[src/rtl/gpw_pkg.sv]
// gpw_pkg: constants, register map and carrier types of the gpio port block.
// assumes one 50 MHz clock domain and an ahb-lite master on the register side.
package gpw_pkg;

	// register byte offsets
	localparam logic [7:0] OFS_PA_DATA = 8'h00;
	localparam logic [7:0] OFS_PA_DIR = 8'h04;
	localparam logic [7:0] OFS_PA_PU = 8'h08;
	localparam logic [7:0] OFS_PA_WK = 8'h0c;
	localparam logic [7:0] OFS_PB_DATA = 8'h10;
	localparam logic [7:0] OFS_PB_DIR = 8'h14;
	localparam logic [7:0] OFS_PB_PU = 8'h18;
	localparam logic [7:0] OFS_PC_DATA = 8'h1c;
	localparam logic [7:0] OFS_PC_DIR = 8'h20;
	localparam logic [7:0] OFS_PC_PU = 8'h24;
	localparam logic [7:0] OFS_PC_WK = 8'h28;
	localparam logic [7:0] OFS_PD_DATA = 8'h2c;
	localparam logic [7:0] OFS_PD_DIR = 8'h30;
	localparam logic [7:0] OFS_PD_PU = 8'h34;
	localparam logic [7:0] OFS_INT_STS = 8'h38;
	localparam logic [7:0] OFS_INT_EN = 8'h3c;
	localparam logic [7:0] OFS_INT_CLR = 8'h40;

	// shared pin positions
	localparam int INT_PIN_A = 3;
	localparam int TC0_PIN_A = 5;
	localparam int TC1_PIN_C = 5;
	localparam int PFD_PIN_A = 0;
	localparam int CMP_OUT_PIN_C = 7;
	localparam logic [7:0] OPA0_PA_MASK = 8'h1c;
	localparam logic [7:0] OPA1_PA_MASK = 8'h03;
	localparam logic [7:0] OPA1_PC_MASK = 8'h40;

	// pin group carrier, one bit per pin
	typedef struct packed {
		logic [7:0] a;
		logic [5:0] b;
		logic [7:0] c;
		logic [3:0] d;
	} gpw_pins_t;

	typedef enum logic [1:0] {BUS_IDLE, BUS_WRITE, BUS_RDWAIT, BUS_RDDONE} gpw_bus_t;

	typedef struct packed {
		logic [7:0] pa_lat;
		logic [7:0] pa_dir;
		logic [6:0] pa_pu;
		logic [7:0] pa_wk;
		logic [5:0] pb_lat;
		logic [5:0] pb_dir;
		logic [5:0] pb_pu;
		logic [7:0] pc_lat;
		logic [7:0] pc_dir;
		logic [7:0] pc_pu;
		logic [7:0] pc_wk;
		logic [3:0] pd_lat;
		logic [3:0] pd_dir;
		logic [3:0] pd_pu;
		logic [1:0] int_sts;
		logic [1:0] int_en;
		gpw_pins_t s1;
		gpw_pins_t s2;
		gpw_pins_t prev;
		gpw_pins_t snap;
		logic halted;
		gpw_bus_t ph;
		logic [7:0] addr;
		logic [31:0] hrdata;
	} gpw_state_t;

	// value after reset: latches and directions all ones
	localparam gpw_state_t GPW_ST_RST = '{
		pa_lat: 8'hff, pa_dir: 8'hff, pa_pu: 7'h00, pa_wk: 8'h00,
		pb_lat: 6'h3f, pb_dir: 6'h3f, pb_pu: 6'h00,
		pc_lat: 8'hff, pc_dir: 8'hff, pc_pu: 8'h00, pc_wk: 8'h00,
		pd_lat: 4'hf, pd_dir: 4'hf, pd_pu: 4'h0,
		int_sts: 2'h0, int_en: 2'h0,
		s1: '1, s2: '1, prev: '1, snap: '0,
		halted: 1'b0, ph: BUS_IDLE, addr: 8'h00, hrdata: 32'h0000_0000
	};

endpackage : gpw_pkg

[src/rtl/gpw_ports.sv]
// gpw_ports: four gpio ports with pull-ups, wake-up and shared-pin handover.
// assumes an ahb-lite master on hclk and pads that resolve out/oe/pull-up.
`timescale 1ns/1ps
`default_nettype none

module gpw_ports
	import gpw_pkg::*;
(
	input wire logic hclk,
	input wire logic hresetn,
	input wire logic hsel,
	input wire logic [31:0] haddr,
	input wire logic [1:0] htrans,
	input wire logic hwrite,
	input wire logic [2:0] hsize,
	input wire logic [31:0] hwdata,
	input wire logic hready,
	output logic hreadyout,
	output logic hresp,
	output logic [31:0] hrdata,
	input wire gpw_pins_t pin_in,
	output gpw_pins_t pin_out,
	output gpw_pins_t pin_oe,
	output gpw_pins_t pin_pu,
	input wire logic [3:0] scom_en,
	output logic [3:0] scom_bias,
	input wire logic [1:0] cmp_in_en,
	input wire logic cmp_out_en,
	input wire logic cmp_out,
	input wire logic opa0_en,
	input wire logic opa1_en,
	input wire logic pfd_en,
	input wire logic pfd_clk,
	input wire logic tmr0_ext_mode,
	input wire logic tmr1_ext_mode,
	output logic tmr0_pin,
	output logic tmr1_pin,
	output logic ext_int_n,
	input wire logic halt,
	output logic wake_req,
	output logic irq
);

	gpw_state_t st_ff;
	gpw_state_t nxt_st;
	logic [7:0] pa_ana;
	logic [7:0] pc_ana;
	logic [7:0] pc_cmp;
	logic [7:0] fall_a;
	logic [7:0] fall_c;
	logic take;

	// input bits read the synchronised pin, output bits the latch
	function automatic logic [7:0] rd_port(input logic [7:0] dir, input logic [7:0] lat,
		input logic [7:0] pin);
		return (dir & pin) | (~dir & lat);
	endfunction : rd_port

	// -------------------------------------------------------------
	// pin-shared analog selections
	// -------------------------------------------------------------
	always_comb begin
		pa_ana = (opa0_en ? OPA0_PA_MASK : 8'h00) | (opa1_en ? OPA1_PA_MASK : 8'h00);
		pc_ana = opa1_en ? OPA1_PC_MASK : 8'h00;
		pc_cmp = {6'h00, cmp_in_en};
	end

	// -------------------------------------------------------------
	// pad control
	// -------------------------------------------------------------
	// pull-ups only on inputs, never on analog, comparator or common pins
	always_comb begin
		pin_pu.a = {1'b0, st_ff.pa_pu} & st_ff.pa_dir & ~pa_ana;
		pin_pu.b = st_ff.pb_pu & st_ff.pb_dir & ~{2'b00, scom_en};
		pin_pu.c = st_ff.pc_pu & st_ff.pc_dir & ~pc_ana & ~pc_cmp;
		pin_pu.d = st_ff.pd_pu & st_ff.pd_dir;
	end

	// drivers: direction 0 drives; bit 7 of port a only ever pulls low
	always_comb begin
		pin_oe.a = ~st_ff.pa_dir & ~pa_ana;
		pin_oe.a[7] = ~st_ff.pa_dir[7] & ~st_ff.pa_lat[7];
		pin_oe.b = ~st_ff.pb_dir & ~{2'b00, scom_en};
		pin_oe.c = ~st_ff.pc_dir & ~pc_ana & ~pc_cmp;
		pin_oe.d = ~st_ff.pd_dir;
		pin_out.a = st_ff.pa_lat;
		pin_out.a[7] = 1'b0;
		// divider only reaches the pad through an output direction
		if (pfd_en) begin
			pin_out.a[PFD_PIN_A] = pfd_clk;
		end
		pin_out.b = st_ff.pb_lat;
		pin_out.c = st_ff.pc_lat;
		if (cmp_out_en) begin
			pin_out.c[CMP_OUT_PIN_C] = cmp_out;
		end
		pin_out.d = st_ff.pd_lat;
		scom_bias = scom_en;
	end

	// -------------------------------------------------------------
	// peripheral inputs
	// -------------------------------------------------------------
	// the pins keep their i/o role; peripherals only see input pins
	always_comb begin
		ext_int_n = st_ff.pa_dir[INT_PIN_A] ? st_ff.s2.a[INT_PIN_A] : 1'b1;
		tmr0_pin = tmr0_ext_mode & st_ff.pa_dir[TC0_PIN_A] & st_ff.s2.a[TC0_PIN_A];
		tmr1_pin = tmr1_ext_mode & st_ff.pc_dir[TC1_PIN_C] & st_ff.s2.c[TC1_PIN_C];
	end

	// -------------------------------------------------------------
	// wake-up and events
	// -------------------------------------------------------------
	// clock is stopped while halted, so the request is pure gates against
	// the level caught before halt; a glitch may wake early, never late
	always_comb begin
		wake_req = st_ff.halted & (|(st_ff.pa_wk & st_ff.snap.a & ~pin_in.a)
			| |(st_ff.pc_wk & st_ff.snap.c & ~pin_in.c));
		fall_a = st_ff.prev.a & ~st_ff.s2.a & st_ff.pa_wk;
		fall_c = st_ff.prev.c & ~st_ff.s2.c & st_ff.pc_wk;
		irq = |(st_ff.int_sts & st_ff.int_en);
	end

	// -------------------------------------------------------------
	// bus answer
	// -------------------------------------------------------------
	always_comb begin
		take = hsel & htrans[1] & hready;
		hreadyout = (st_ff.ph != BUS_RDWAIT);
		hresp = 1'b0;
		hrdata = st_ff.hrdata;
	end

	// -------------------------------------------------------------
	// next state
	// -------------------------------------------------------------
	always_comb begin
		nxt_st = st_ff;
		// inputs are not latched: two flops then read live every cycle
		nxt_st.s1 = pin_in;
		nxt_st.s2 = st_ff.s1;
		nxt_st.prev = st_ff.s2;
		nxt_st.halted = halt;
		if (!st_ff.halted) begin
			nxt_st.snap = st_ff.s2;
		end
		// data phase of a write; whole-byte replace, no single-bit update
		if (st_ff.ph == BUS_WRITE) begin
			case (st_ff.addr)
				OFS_PA_DATA: nxt_st.pa_lat = hwdata[7:0];
				OFS_PA_DIR: nxt_st.pa_dir = hwdata[7:0];
				OFS_PA_PU: nxt_st.pa_pu = hwdata[6:0];
				OFS_PA_WK: nxt_st.pa_wk = hwdata[7:0];
				OFS_PB_DATA: nxt_st.pb_lat = hwdata[5:0];
				OFS_PB_DIR: nxt_st.pb_dir = hwdata[5:0];
				OFS_PB_PU: nxt_st.pb_pu = hwdata[5:0];
				OFS_PC_DATA: nxt_st.pc_lat = hwdata[7:0];
				OFS_PC_DIR: nxt_st.pc_dir = hwdata[7:0];
				OFS_PC_PU: nxt_st.pc_pu = hwdata[7:0];
				OFS_PC_WK: nxt_st.pc_wk = hwdata[7:0];
				OFS_PD_DATA: nxt_st.pd_lat = hwdata[3:0];
				OFS_PD_DIR: nxt_st.pd_dir = hwdata[3:0];
				OFS_PD_PU: nxt_st.pd_pu = hwdata[3:0];
				OFS_INT_EN: nxt_st.int_en = hwdata[1:0];
				OFS_INT_CLR: nxt_st.int_sts = st_ff.int_sts & ~hwdata[1:0];
				default: nxt_st.addr = st_ff.addr;
			endcase
		end
		// new edges set after the clear so a same-cycle event survives
		nxt_st.int_sts = nxt_st.int_sts | {|fall_c, |fall_a};
		// read data is formed one cycle after the address phase
		if (st_ff.ph == BUS_RDWAIT) begin
			nxt_st.hrdata = 32'h0000_0000;
			case (st_ff.addr)
				OFS_PA_DATA: nxt_st.hrdata[7:0] = rd_port(st_ff.pa_dir, st_ff.pa_lat,
					st_ff.s2.a & ~pa_ana);
				OFS_PA_DIR: nxt_st.hrdata[7:0] = st_ff.pa_dir;
				OFS_PA_PU: nxt_st.hrdata[6:0] = st_ff.pa_pu;
				OFS_PA_WK: nxt_st.hrdata[7:0] = st_ff.pa_wk;
				OFS_PB_DATA: nxt_st.hrdata[5:0] = 6'(rd_port({2'b00, st_ff.pb_dir},
					{2'b00, st_ff.pb_lat}, {2'b00, st_ff.s2.b}));
				OFS_PB_DIR: nxt_st.hrdata[5:0] = st_ff.pb_dir;
				OFS_PB_PU: nxt_st.hrdata[5:0] = st_ff.pb_pu;
				OFS_PC_DATA: nxt_st.hrdata[7:0] = rd_port(st_ff.pc_dir, st_ff.pc_lat,
					st_ff.s2.c & ~pc_ana);
				OFS_PC_DIR: nxt_st.hrdata[7:0] = st_ff.pc_dir;
				OFS_PC_PU: nxt_st.hrdata[7:0] = st_ff.pc_pu;
				OFS_PC_WK: nxt_st.hrdata[7:0] = st_ff.pc_wk;
				OFS_PD_DATA: nxt_st.hrdata[3:0] = 4'(rd_port({4'h0, st_ff.pd_dir},
					{4'h0, st_ff.pd_lat}, {4'h0, st_ff.s2.d}));
				OFS_PD_DIR: nxt_st.hrdata[3:0] = st_ff.pd_dir;
				OFS_PD_PU: nxt_st.hrdata[3:0] = st_ff.pd_pu;
				OFS_INT_STS: nxt_st.hrdata[1:0] = st_ff.int_sts;
				OFS_INT_EN: nxt_st.hrdata[1:0] = st_ff.int_en;
				default: nxt_st.hrdata = 32'h0000_0000;
			endcase
		end
		// bus phase sequencing; reads insert one wait state
		case (st_ff.ph)
			BUS_RDWAIT: nxt_st.ph = BUS_RDDONE;
			BUS_IDLE, BUS_WRITE, BUS_RDDONE: begin
				if (take) begin
					nxt_st.addr = haddr[7:0];
					nxt_st.ph = hwrite ? BUS_WRITE : BUS_RDWAIT;
				end else begin
					nxt_st.ph = BUS_IDLE;
				end
			end
			default: nxt_st.ph = BUS_IDLE;
		endcase
		// only aligned words in the low page decode
		if (take && (haddr[31:8] != 24'h00_0000 || haddr[1:0] != 2'b00)) begin
			nxt_st.addr = 8'hff;
		end
	end

	// -------------------------------------------------------------
	// state register
	// -------------------------------------------------------------
	always_ff @(posedge hclk or negedge hresetn) begin
		if (!hresetn) begin
			st_ff <= GPW_ST_RST;
		end else begin
			st_ff <= nxt_st;
		end
	end
endmodule : gpw_ports

`default_nettype wire

[config.mk]
export PLATFORM = sky130hd
export DESIGN_NAME = gpw_ports
export DESIGN_NICKNAME = d
export VERILOG_FILES = /design/src/rtl/gpw_pkg.sv /design/src/rtl/gpw_ports.sv
export SDC_FILE = /design/constraint.sdc
export NUM_CORES = 1
export LEC_CHECK = 0
export ABC_AREA = 1
export BUFFER_PORTS_ARGS = -buffer_cell sky130_fd_sc_hd__buf_4
export CORE_MARGIN = 2
export CORE_UTILIZATION = 38
export CTS_CLUSTER_DIAMETER = 80
export DETAILED_ROUTE_END_ITERATION = 12
export MAX_ROUTING_LAYER = met4
export PLACE_DENSITY = 0.69
export REMOVE_ABC_BUFFERS = 1
export SLEW_MARGIN = 20
export SYNTH_ARGS = -nofsm -noshare
export SYNTH_HDL_FRONTEND = slang
export SYNTH_SLANG_ARGS = --single-unit
[constraint.sdc]
create_clock -name hclk -period 1.6 [get_ports hclk]
set_input_delay 0.08 -clock hclk [delete_from_list [all_inputs] [get_ports hclk]]
set_output_delay 0.08 -clock hclk [all_outputs]
set_load 0.005 [all_outputs]
==> run metrics, run 1 <==
nets=1432; vias after detailed routing=8184; dpl hpwl=19.4 mm; DRC=0; Critical Path End=wake_req; Layout Area Growth over Synthesis=38.9%; met2 WL=13.6 mm; crit-path max FO=2; Starting Density=0.389; leading area contributor after synthesis=dfstp_2; Worst setup SP type=flip-flop; Worst slew margin=0.501; Yosys top cell area share=0.344; main combinational cell family by area after synthesis=simple AND/OR/NAND/NOR gates; clock buffer depth=2; violated checks=setup timing; Post-Synthesis Cells=1070; outcome=complete, but fails checks; Hold WC Path Type=primary input to flip-flop; H-tree levels=4; CP peak stage delay=0.41 ns; endpoints failing hold=0; Buf/Inv on CP=1; met3 wire length=1.69 mm; min Tclk post-route=1.82 ns; Fmax=0.548 GHz; adder-cell area share of the yosys netlist=0; CP Capture Type=output pin; Starting DRT DRC Count=755; Final Instance Count excl. Fillers=1649; Post-Synth Simple-Gate Area=0.245; routed vias/inst=4.96; Total Wirelength=28.1 mm; multiplexer share of the synthesized area=0; Final Setup Violations=10; most used cell, CP=nor2_2; WL/cell=17.0 microns; critical path data arrival time=1.74 ns; first-pass GRT wire length=41.7 mm; Slew Viols, Final=0; hold slack=0.0305 ns; gr usage total=0.217; crit path kind=flip-flop to output pin; Routed met1 length=12.0 mm; largest net degree at the start of global routing=71; IO buf count=180; final core occ=0.539; Syn Std Cell Area=9170 sq um; sequential fraction of the synthesis area=0.562; clock-pin slew on the worst setup and hold paths=0.08 ns; start of the worst register-to-register path=st_ff[32]; Worst Setup SP=st_ff[67]; CP top delay family=simple AND/OR/NAND/NOR gates; Avg Cell Area, Syn=8.57 sq um; number of global-route vias before repair=7601; period utilisation layout=1.14; Placed Cells incl. Taps=1550; Detailed Routing Iterations Pass 1=5; Slowest cell on crit path=dfrtp_1; Clock Skew=0.0121 ns; initial antenna violation count=0; die area=25400 sq um; register-to-register path setup slack=-0.03 ns; power per standard cell area=865 nW/um^2; top post-synthesis cells by area=dfstp_2 (34%), dfrtp_1 (22%), nand2_1 (14%), buf_4 (5.2%), o21ai_0 (4.6%); TritonCTS clock tree=built; Root Buffer=clkbuf_16; maximum VDD drop=698 uV; critical path cell sequence=nand3_2 > o21ai_2 > nor2_4 > o2111ai_4 > nor2_2 > nor2_2 > buf_4; DIE WIDTH=159 microns; cell count along the critical path=7; Synth Area in Compound Gates=0.0932; Leak=6.62 nW; WP data required=1.52 ns; diode count=0; Worst R2R End=hrdata[4]; share of cells above drive strength 1=0.403; synthesized flop and latch total=200; post-synthesis xor/xnor area fraction=0; reg2reg path depth=11; GP Congestion=0.933; Row Count=56; commonest non-fill, non-tap cell in the layout=nand2_1; Clock Latency Late Sink=0.44 ns; Power Total=0.0110 W; Clock Sinks=200; Worst Tran Pin Value=0.747 ns; Inserted Clock Buffers=17; commonest non-fill, non-tap cells in the layout=nand2_1 (283), buf_4 (221), dfstp_2 (120); Synth cell types=29; grt total ovfl=0; pre-CTS setup slack=-0.0685 ns; setup ws final=-0.225 ns; core area=23600 sq um; Max-Cap Viols=0; RSZ-0062 raised after global routing=yes; Die Ht=159 microns; Synth Warn #=0; Final ANT Viol Nets=0; Top-Level Pins=236; highest metal layer with signal wires=met4
[metal layers]
layer	vias up	global-route usage
met1	3936	0.282
met4	0	0.0781
li1	3829	-
met2	349	0.338
met5	-	-
met3	70	0.0440
[logic make-up after synthesis]
kind of cell	after synthesis
buf+inv	175
simple gates	531
compound gates	163
flops	200
other cells	1
[cell usage after synthesis]
library cell,count
o31ai_1,2
nand3b_1,3
o21ai_1,55
a31oi_1,4
a22o_1,1
buf_4,64
nand2_2,10
dfrtp_1,80
clkbuf_1,10
nor2_1,88
dfstp_2,120
o21ai_0,84
o22ai_1,2
nor2_4,9
o2111ai_1,2
inv_1,80
nand3_1,77
nand4_1,2
o2111a_1,2
o211ai_1,1
conb_1,1
nor2_2,7
nand3_2,3
and3_1,1
nand2_1,330
buf_2,15
inv_2,6
a21oi_1,10
nand2_4,1
[power breakdown]
| group | total, W | switching [W] | internal [W] |
|---|---|---|---|
| clock network | 0.00461 | 0.00206 | 0.00255 |
| logic | 0.00107 | 0.000628 | 0.000439 |
| registers | 0.00534 | 0.0000688 | 0.00527 |
[final cells by class]
| class | count | area, sq um |
|---|---|---|
| fillers | 2123 | 10900 |
| flip-flops and latches | 200 | 5160 |
| multi-input cells | 722 | 3710 |
| repair buffers | 290 | 2510 |
| clock buffers | 18 | 439 |
| well taps | 319 | 399 |
| inverters | 86 | 328 |
| clock inverters | 14 | 190 |
[state kept, by name (all words and copies together) (netlist names)]
| register | count |
|---|---|
| hrdata | 8 |
| st_ff | 117 |
| pin_out | 23 |
| nxt_st | 52 |
[timing repair]
item,CTS,global route
resized for setup,26,147
pin swaps,8,46
hold endpoints to repair,139,0
setup endpoints to repair,35,81
hold buffers,37,0
buffers inserted,8,19
cloned,0,4
[worst register-to-register path, cell delays in order (launching register included)]
cell     delay, ns
dfrtp_1       0.41
nor2_4        0.18
buf_6         0.12
nand3_4       0.15
nor2_4        0.17
buf_6         0.12
nand2_1       0.06
nand2_2       0.10
nor2_1        0.06
nand3_1       0.08
nand2_1       0.07
nand2_1       0.07
[stage by stage]
stage	TNS (ns)	instance area (sq um)
after floorplan	0	8680
after global placement	-0.306	10900
after detailed placement	-0.719	10900
after CTS	-0.241	12000
after global routing	-3.01	12700
final	-0.303	12700
[worst min path at each step]
stage | to | slack, ns | from | cells after the start
after floorplan | hrdata[0] | -0.22 | hresetn | 0
after detailed placement | st_ff[42] | 0.02 | hresetn | 1
after global routing | st_ff[243] | 0.06 | hwdata[7] | 3
after global placement | st_ff[42] | 0.02 | hresetn | 1
after CTS | st_ff[40] | 0.02 | hsel | 5
final | st_ff[40] | 0.03 | hsel | 5
Note: power is estimated with default switching activity, not from simulation.
==> run 2, diff against run 1 <==
- CELL_PAD_IN_SITES_DETAIL_PLACEMENT: unset -> 0
- CELL_PAD_IN_SITES_GLOBAL_PLACEMENT: unset -> 2
- CORE_UTILIZATION: 38 -> 31
- PLACE_DENSITY: 0.69 -> 0.88
- SETUP_SLACK_MARGIN: unset -> 0.1
==> run 2 against run 1 <==
  * Register-to-register slack about the same
  * Core utilization down 6.4 points
  * Global-route usage down 1.9 points
  * Largest cell class unchanged
  * Worst setup slack better by 0.064 ns
  * Largest power group unchanged
  * Clock skew down 0.0016 ns
  * The run still ends with setup timing left
  * Sequential cell count unchanged
  * Clock power down 9.5%
==> run metrics, run 2 (same netlist as run 1, synthesis figures left out) <==
Clock Sinks=200; Slew Viols, Final=0; CP Capture Type=output pin; maximum VDD drop=527 uV; Worst setup SP type=flip-flop; vias after detailed routing=8139; first-pass GRT wire length=45.3 mm; Starting DRT DRC Count=453; dpl hpwl=20.5 mm; met3 wire length=1.56 mm; nets=1464; Top-Level Pins=236; Starting Density=0.317; hold_sp=htrans[1]; die area=31000 sq um; diode count=0; DRC=0; power per standard cell area=776 nW/um^2; Final Setup Violations=4; DIE WIDTH=176 microns; Setup TNS Final=-0.188 ns; Hold WC Path Type=primary input to flip-flop; grt total ovfl=0; Final ANT Viol Nets=0; Root Buffer=clkbuf_16; number of flip-flops in the largest register=117; # fillers=2779; RSZ-0062 raised after global routing=yes; gr usage total=0.198; largest net degree at the start of global routing=45; highest metal layer with signal wires=met4; number of global-route vias before repair=7818; pre-CTS setup slack=-0.0363 ns; GP Congestion=0.822; critical path data arrival time=1.68 ns; TritonCTS clock tree=built; hold slack=0.0347 ns; crit-path max FO=4; clock buffer depth=2; H-tree levels=4; endpoints failing hold=0; Fmax=0.568 GHz; start of the worst register-to-register path=st_ff[38]; Inserted Clock Buffers=17; commonest non-fill, non-tap cells in the layout=buf_4 (225), nand2_1 (222), dfstp_2 (120); initial antenna violation count=0; WL/cell=17.4 microns; min Tclk post-route=1.76 ns; Worst slew margin=0.446; Die Ht=176 microns; commonest non-fill, non-tap cell in the layout=buf_4; Layout Area Growth over Synthesis=50.0%; Routed met1 length=13.7 mm; Leak=6.83 nW; period utilisation layout=1.10; outcome=complete, but fails checks; met2 WL=14.6 mm; crit path kind=flip-flop to output pin; WP data required=1.52 ns; Worst Setup SP=st_ff[169]; Detailed Routing Iterations Pass 1=8; setup ws final=-0.160 ns; Clock Skew=0.0105 ns; register-to-register path setup slack=-0.02 ns; IO buf count=180; Max-Cap Viols=0; routed vias/inst=4.66; core area=28900 sq um; Worst Tran Pin Value=0.829 ns; Total Wirelength=30.3 mm; Clock Latency Late Sink=0.43 ns; Row Count=62; share of cells above drive strength 1=0.496; Largest Register=st_ff; violated checks=setup timing; clock-pin slew on the worst setup and hold paths=0.07 ns
==> run 2: cell count changes in the layout (fill, tap and decap cells not counted), sizes merged, moves of 2 or more <==
cell    change
buf        +30
bufinv      -3
clkbuf      +4
clkinv      -2
nand2       +2
==> run 2: area by class of cell <==
type                            instances  area, sq um  area share
Clock buffer                           22          474      0.0345
Clock inverter                         10         83.8     0.00609
Inverter                               86          348      0.0253
Multi-Input combinational cell        725         4290       0.312
Sequential cell                       200         5160       0.375
Tap cell                              384          480      0.0349
Timing Repair Buffer                  319         2920       0.212
==> run 2: final timing paths <==
kind / endpoint / cells past startpoint
max in group asynchronous: nxt_st[117] / 3
worst max register to register: hrdata[4] / 11
worst min-delay path: st_ff[41] / 3
worst min register to register: nxt_st[91] / 0
worst max-delay path: wake_req / 7
min in group asynchronous: st_ff[176] / 2
==> run 2: critical path, stage by stage, from the launching register on <==
cell and delay [ns]:
dfrtp_1 0.41, nand2_2 0.10, o22ai_2 0.08, nor2_2 0.15, o2111ai_2 0.18, nor2_1 0.14, nor2_1 0.06, buf_4 0.14
==> run 2: repair_timing <==
action | 4_1_cts | 5_1_grt
hold endpoints to repair | 139 | 1
gates cloned | 10 | 4
setup buffers | 17 | 14
pin swaps | 50 | 52
endpoints found under the setup margin | 80 | 107
hold buffers | 35 | 1
resized for setup | 171 | 231
==> run 2: per-layer routing <==
metal	GRT usage	up-vias
li1	-	3915
met1	0.267	3938
met2	0.310	258
met3	0.0351	28
met4	0.0472	0
met5	-	-
==> run 2: per-stage QoR <==
step                      area (sq um)   util  total power [W]  std cells
after floorplan                   8680      -          0.00567       1007
after global placement           11100  0.384          0.00628       1634
after detailed placement         11100  0.384          0.00630       1634
after CTS                        12800  0.442           0.0106       1727
after global routing             13800  0.475           0.0111       1746
final                            13800  0.475           0.0107       1746
==> run 2: where the power goes <==
part           switching (W)  internal (W)
logic               0.000690      0.000475
clock network        0.00202       0.00215
registers          0.0000670       0.00527
total                0.00277       0.00790
==> run 3, diff against run 2 <==
- PLACE_DENSITY: 0.88 -> 0.8
==> run 3 against run 2 <==
  * The flow still finishes with violations (setup timing)
  * Die area unchanged
  * Clock-buffer cell count decreased by 5
  * Sequential cell count unchanged
  * Largest cell class unchanged
  * Core utilization about the same
  * First-iteration DRC count increased by 8.2%
  * Critical path depth unchanged
  * Fmax increased by 0.51%
  * Cell area about the same
  * Wire length increased by 1.9%
  * Via count decreased by 0.11%
  * Critical endpoint unchanged
  * Final cell count increased by 0.29%
  * Sequential power about the same
==> run metrics, run 3 (same netlist as run 1, synthesis figures left out) <==
grt total ovfl=0; period utilisation layout=1.09; DIE WIDTH=176 microns; clock-pin slew on the worst setup and hold paths=0.08 ns; Layout Area Growth over Synthesis=49.9%; Total Wirelength=30.9 mm; Clock Latency Late Sink=0.44 ns; pre-CTS setup slack=-0.108 ns; maximum VDD drop=613 uV; Hold Crit Depth=3; die area=31000 sq um; Max-Cap Viols=0; WP data required=1.52 ns; GP Congestion=0.854; Starting DRT DRC Count=490; violated checks=setup timing; Hold WC Path Type=primary input to flip-flop; critical path data arrival time=1.67 ns; H-tree levels=4; worst hold endpoint=st_ff[41]; Clock Sinks=200; diode count=0; Detailed Routing Iterations Pass 1=5; vias after detailed routing=8130; GRT busiest layer=met2; clock buffer depth=2; design area=13800 sq um; commonest non-fill, non-tap cells in the layout=nand2_1 (229), buf_4 (224), dfstp_2 (120); TritonCTS clock tree=built; setup ws final=-0.151 ns; # fillers=2834; nets=1469; Clock Skew=0.00894 ns; share of cells above drive strength 1=0.494; Largest Register=st_ff; number of flip-flops in the largest register=117; gr usage total=0.197; min Tclk post-route=1.75 ns; routing usage on met1=0.274; Top-Level Pins=236; crit-path max FO=3; met3 usage=0.0299; WL/cell=17.6 microns; reg2reg path depth=12; hold_sp=htrans[1]; Root Buffer=clkbuf_16; Final Setup Violations=45; IO buf count=180; Worst slew margin=0.382; Leak=6.86 nW; Inserted Clock Buffers=17; routed vias/inst=4.64; power per standard cell area=791 nW/um^2; crit path kind=flip-flop to output pin; Fmax=0.571 GHz; Slew Viols, Final=0; Final ANT Viol Nets=0; number of global-route vias before repair=7535; DRC=0; initial antenna violation count=0; met2 Usage GRT=0.310; start of the worst register-to-register path=st_ff[33]; core area=28900 sq um; Die Ht=176 microns; Worst R2R End=hrdata[4]; DP Area=11100 sq um; Starting Density=0.317; Worst Tran Pin Value=0.926 ns; hold slack=0.0340 ns; Row Count=62; Seq. cell area=5160 sq um; commonest non-fill, non-tap cell in the layout=nand2_1; largest net degree at the start of global routing=43; dpl hpwl=21.1 mm; first-pass GRT wire length=44.9 mm; CP Capture Type=output pin; register-to-register path setup slack=-0.13 ns; Worst setup SP type=flip-flop; endpoints failing hold=0; outcome=complete, but fails checks; area of the multi-input gates=4210 sq um; RSZ-0062 raised after global routing=yes
==> run 3: cell types whose count changed in the layout (fill, tap and decap cells not counted), moves of 3 or more <==
cell      delta
o21ai_1      +6
nand2_2      -5
nand2_1      +7
nand3_4      -3
o21ai_0      -6
buf_6        +8
nand3_2      -3
nand3_1      +6
clkbuf_8     -3
==> run 3: timing repair <==
item,4_1_cts,5_1_grt
hold endpoints to repair,133,0
pin swaps,31,63
hold buffers,35,0
gates cloned,6,8
setup endpoints to repair,66,106
resized for setup,138,259
setup buffers,15,26
==> run 3: layout make-up <==
type	instances	share of cell area
sequential	200	0.375
tap	384	0.0349
inverter	86	0.0255
timing repair buffer	325	0.215
clock buffer	17	0.0309
clock inverter	15	0.0121
multi-input combinational	724	0.306
==> run 3: how the worst max path moves through the flow <==
stage          slack [ns]          to        from
2_1_floorplan        0.04   hrdata[2]   st_ff[32]
3_3_place_gp        -0.09  st_ff[179]   st_ff[33]
3_5_place_dp        -0.11  st_ff[183]   st_ff[33]
4_1_cts             -0.20    wake_req  st_ff[165]
5_1_grt             -0.22    wake_req  st_ff[217]
6_report            -0.15    wake_req  st_ff[217]
==> run 3: power by group <==
part	switching (W)	internal, W	leakage, nW
clock network	0.00216	0.00222	0.289
logic	0.000702	0.000459	4.50
registers	0.0000610	0.00527	2.07
==> run 3: layer usage <==
layer / up-vias / share of wire
met4: 0 / 0.0094
met1: 3980 / 0.47
met5: - / 0
li1: 3920 / -
met3: 24 / 0.041
met2: 206 / 0.48
==> run 3: worst max-delay path: stages, from the launching register on <==
cell       delay [ns]
dfrtp_1          0.42
nand3b_1         0.11
o21ai_2          0.06
nor2_2           0.16
o2111ai_2        0.16
nor2_1           0.12
nor2_1           0.05
buf_4            0.14
==> run 3: stage by stage <==
step	setup TNS, ns	power (W)	std cells	util
2_1_floorplan	0	0.00567	1007	-
3_3_place_gp	-0.976	0.00630	1630	0.383
3_5_place_dp	-1.08	0.00632	1630	0.383
4_1_cts	-1.02	0.0109	1718	0.438
5_1_grt	-4.60	0.0113	1751	0.475
6_report	-2.11	0.0109	1751	0.475
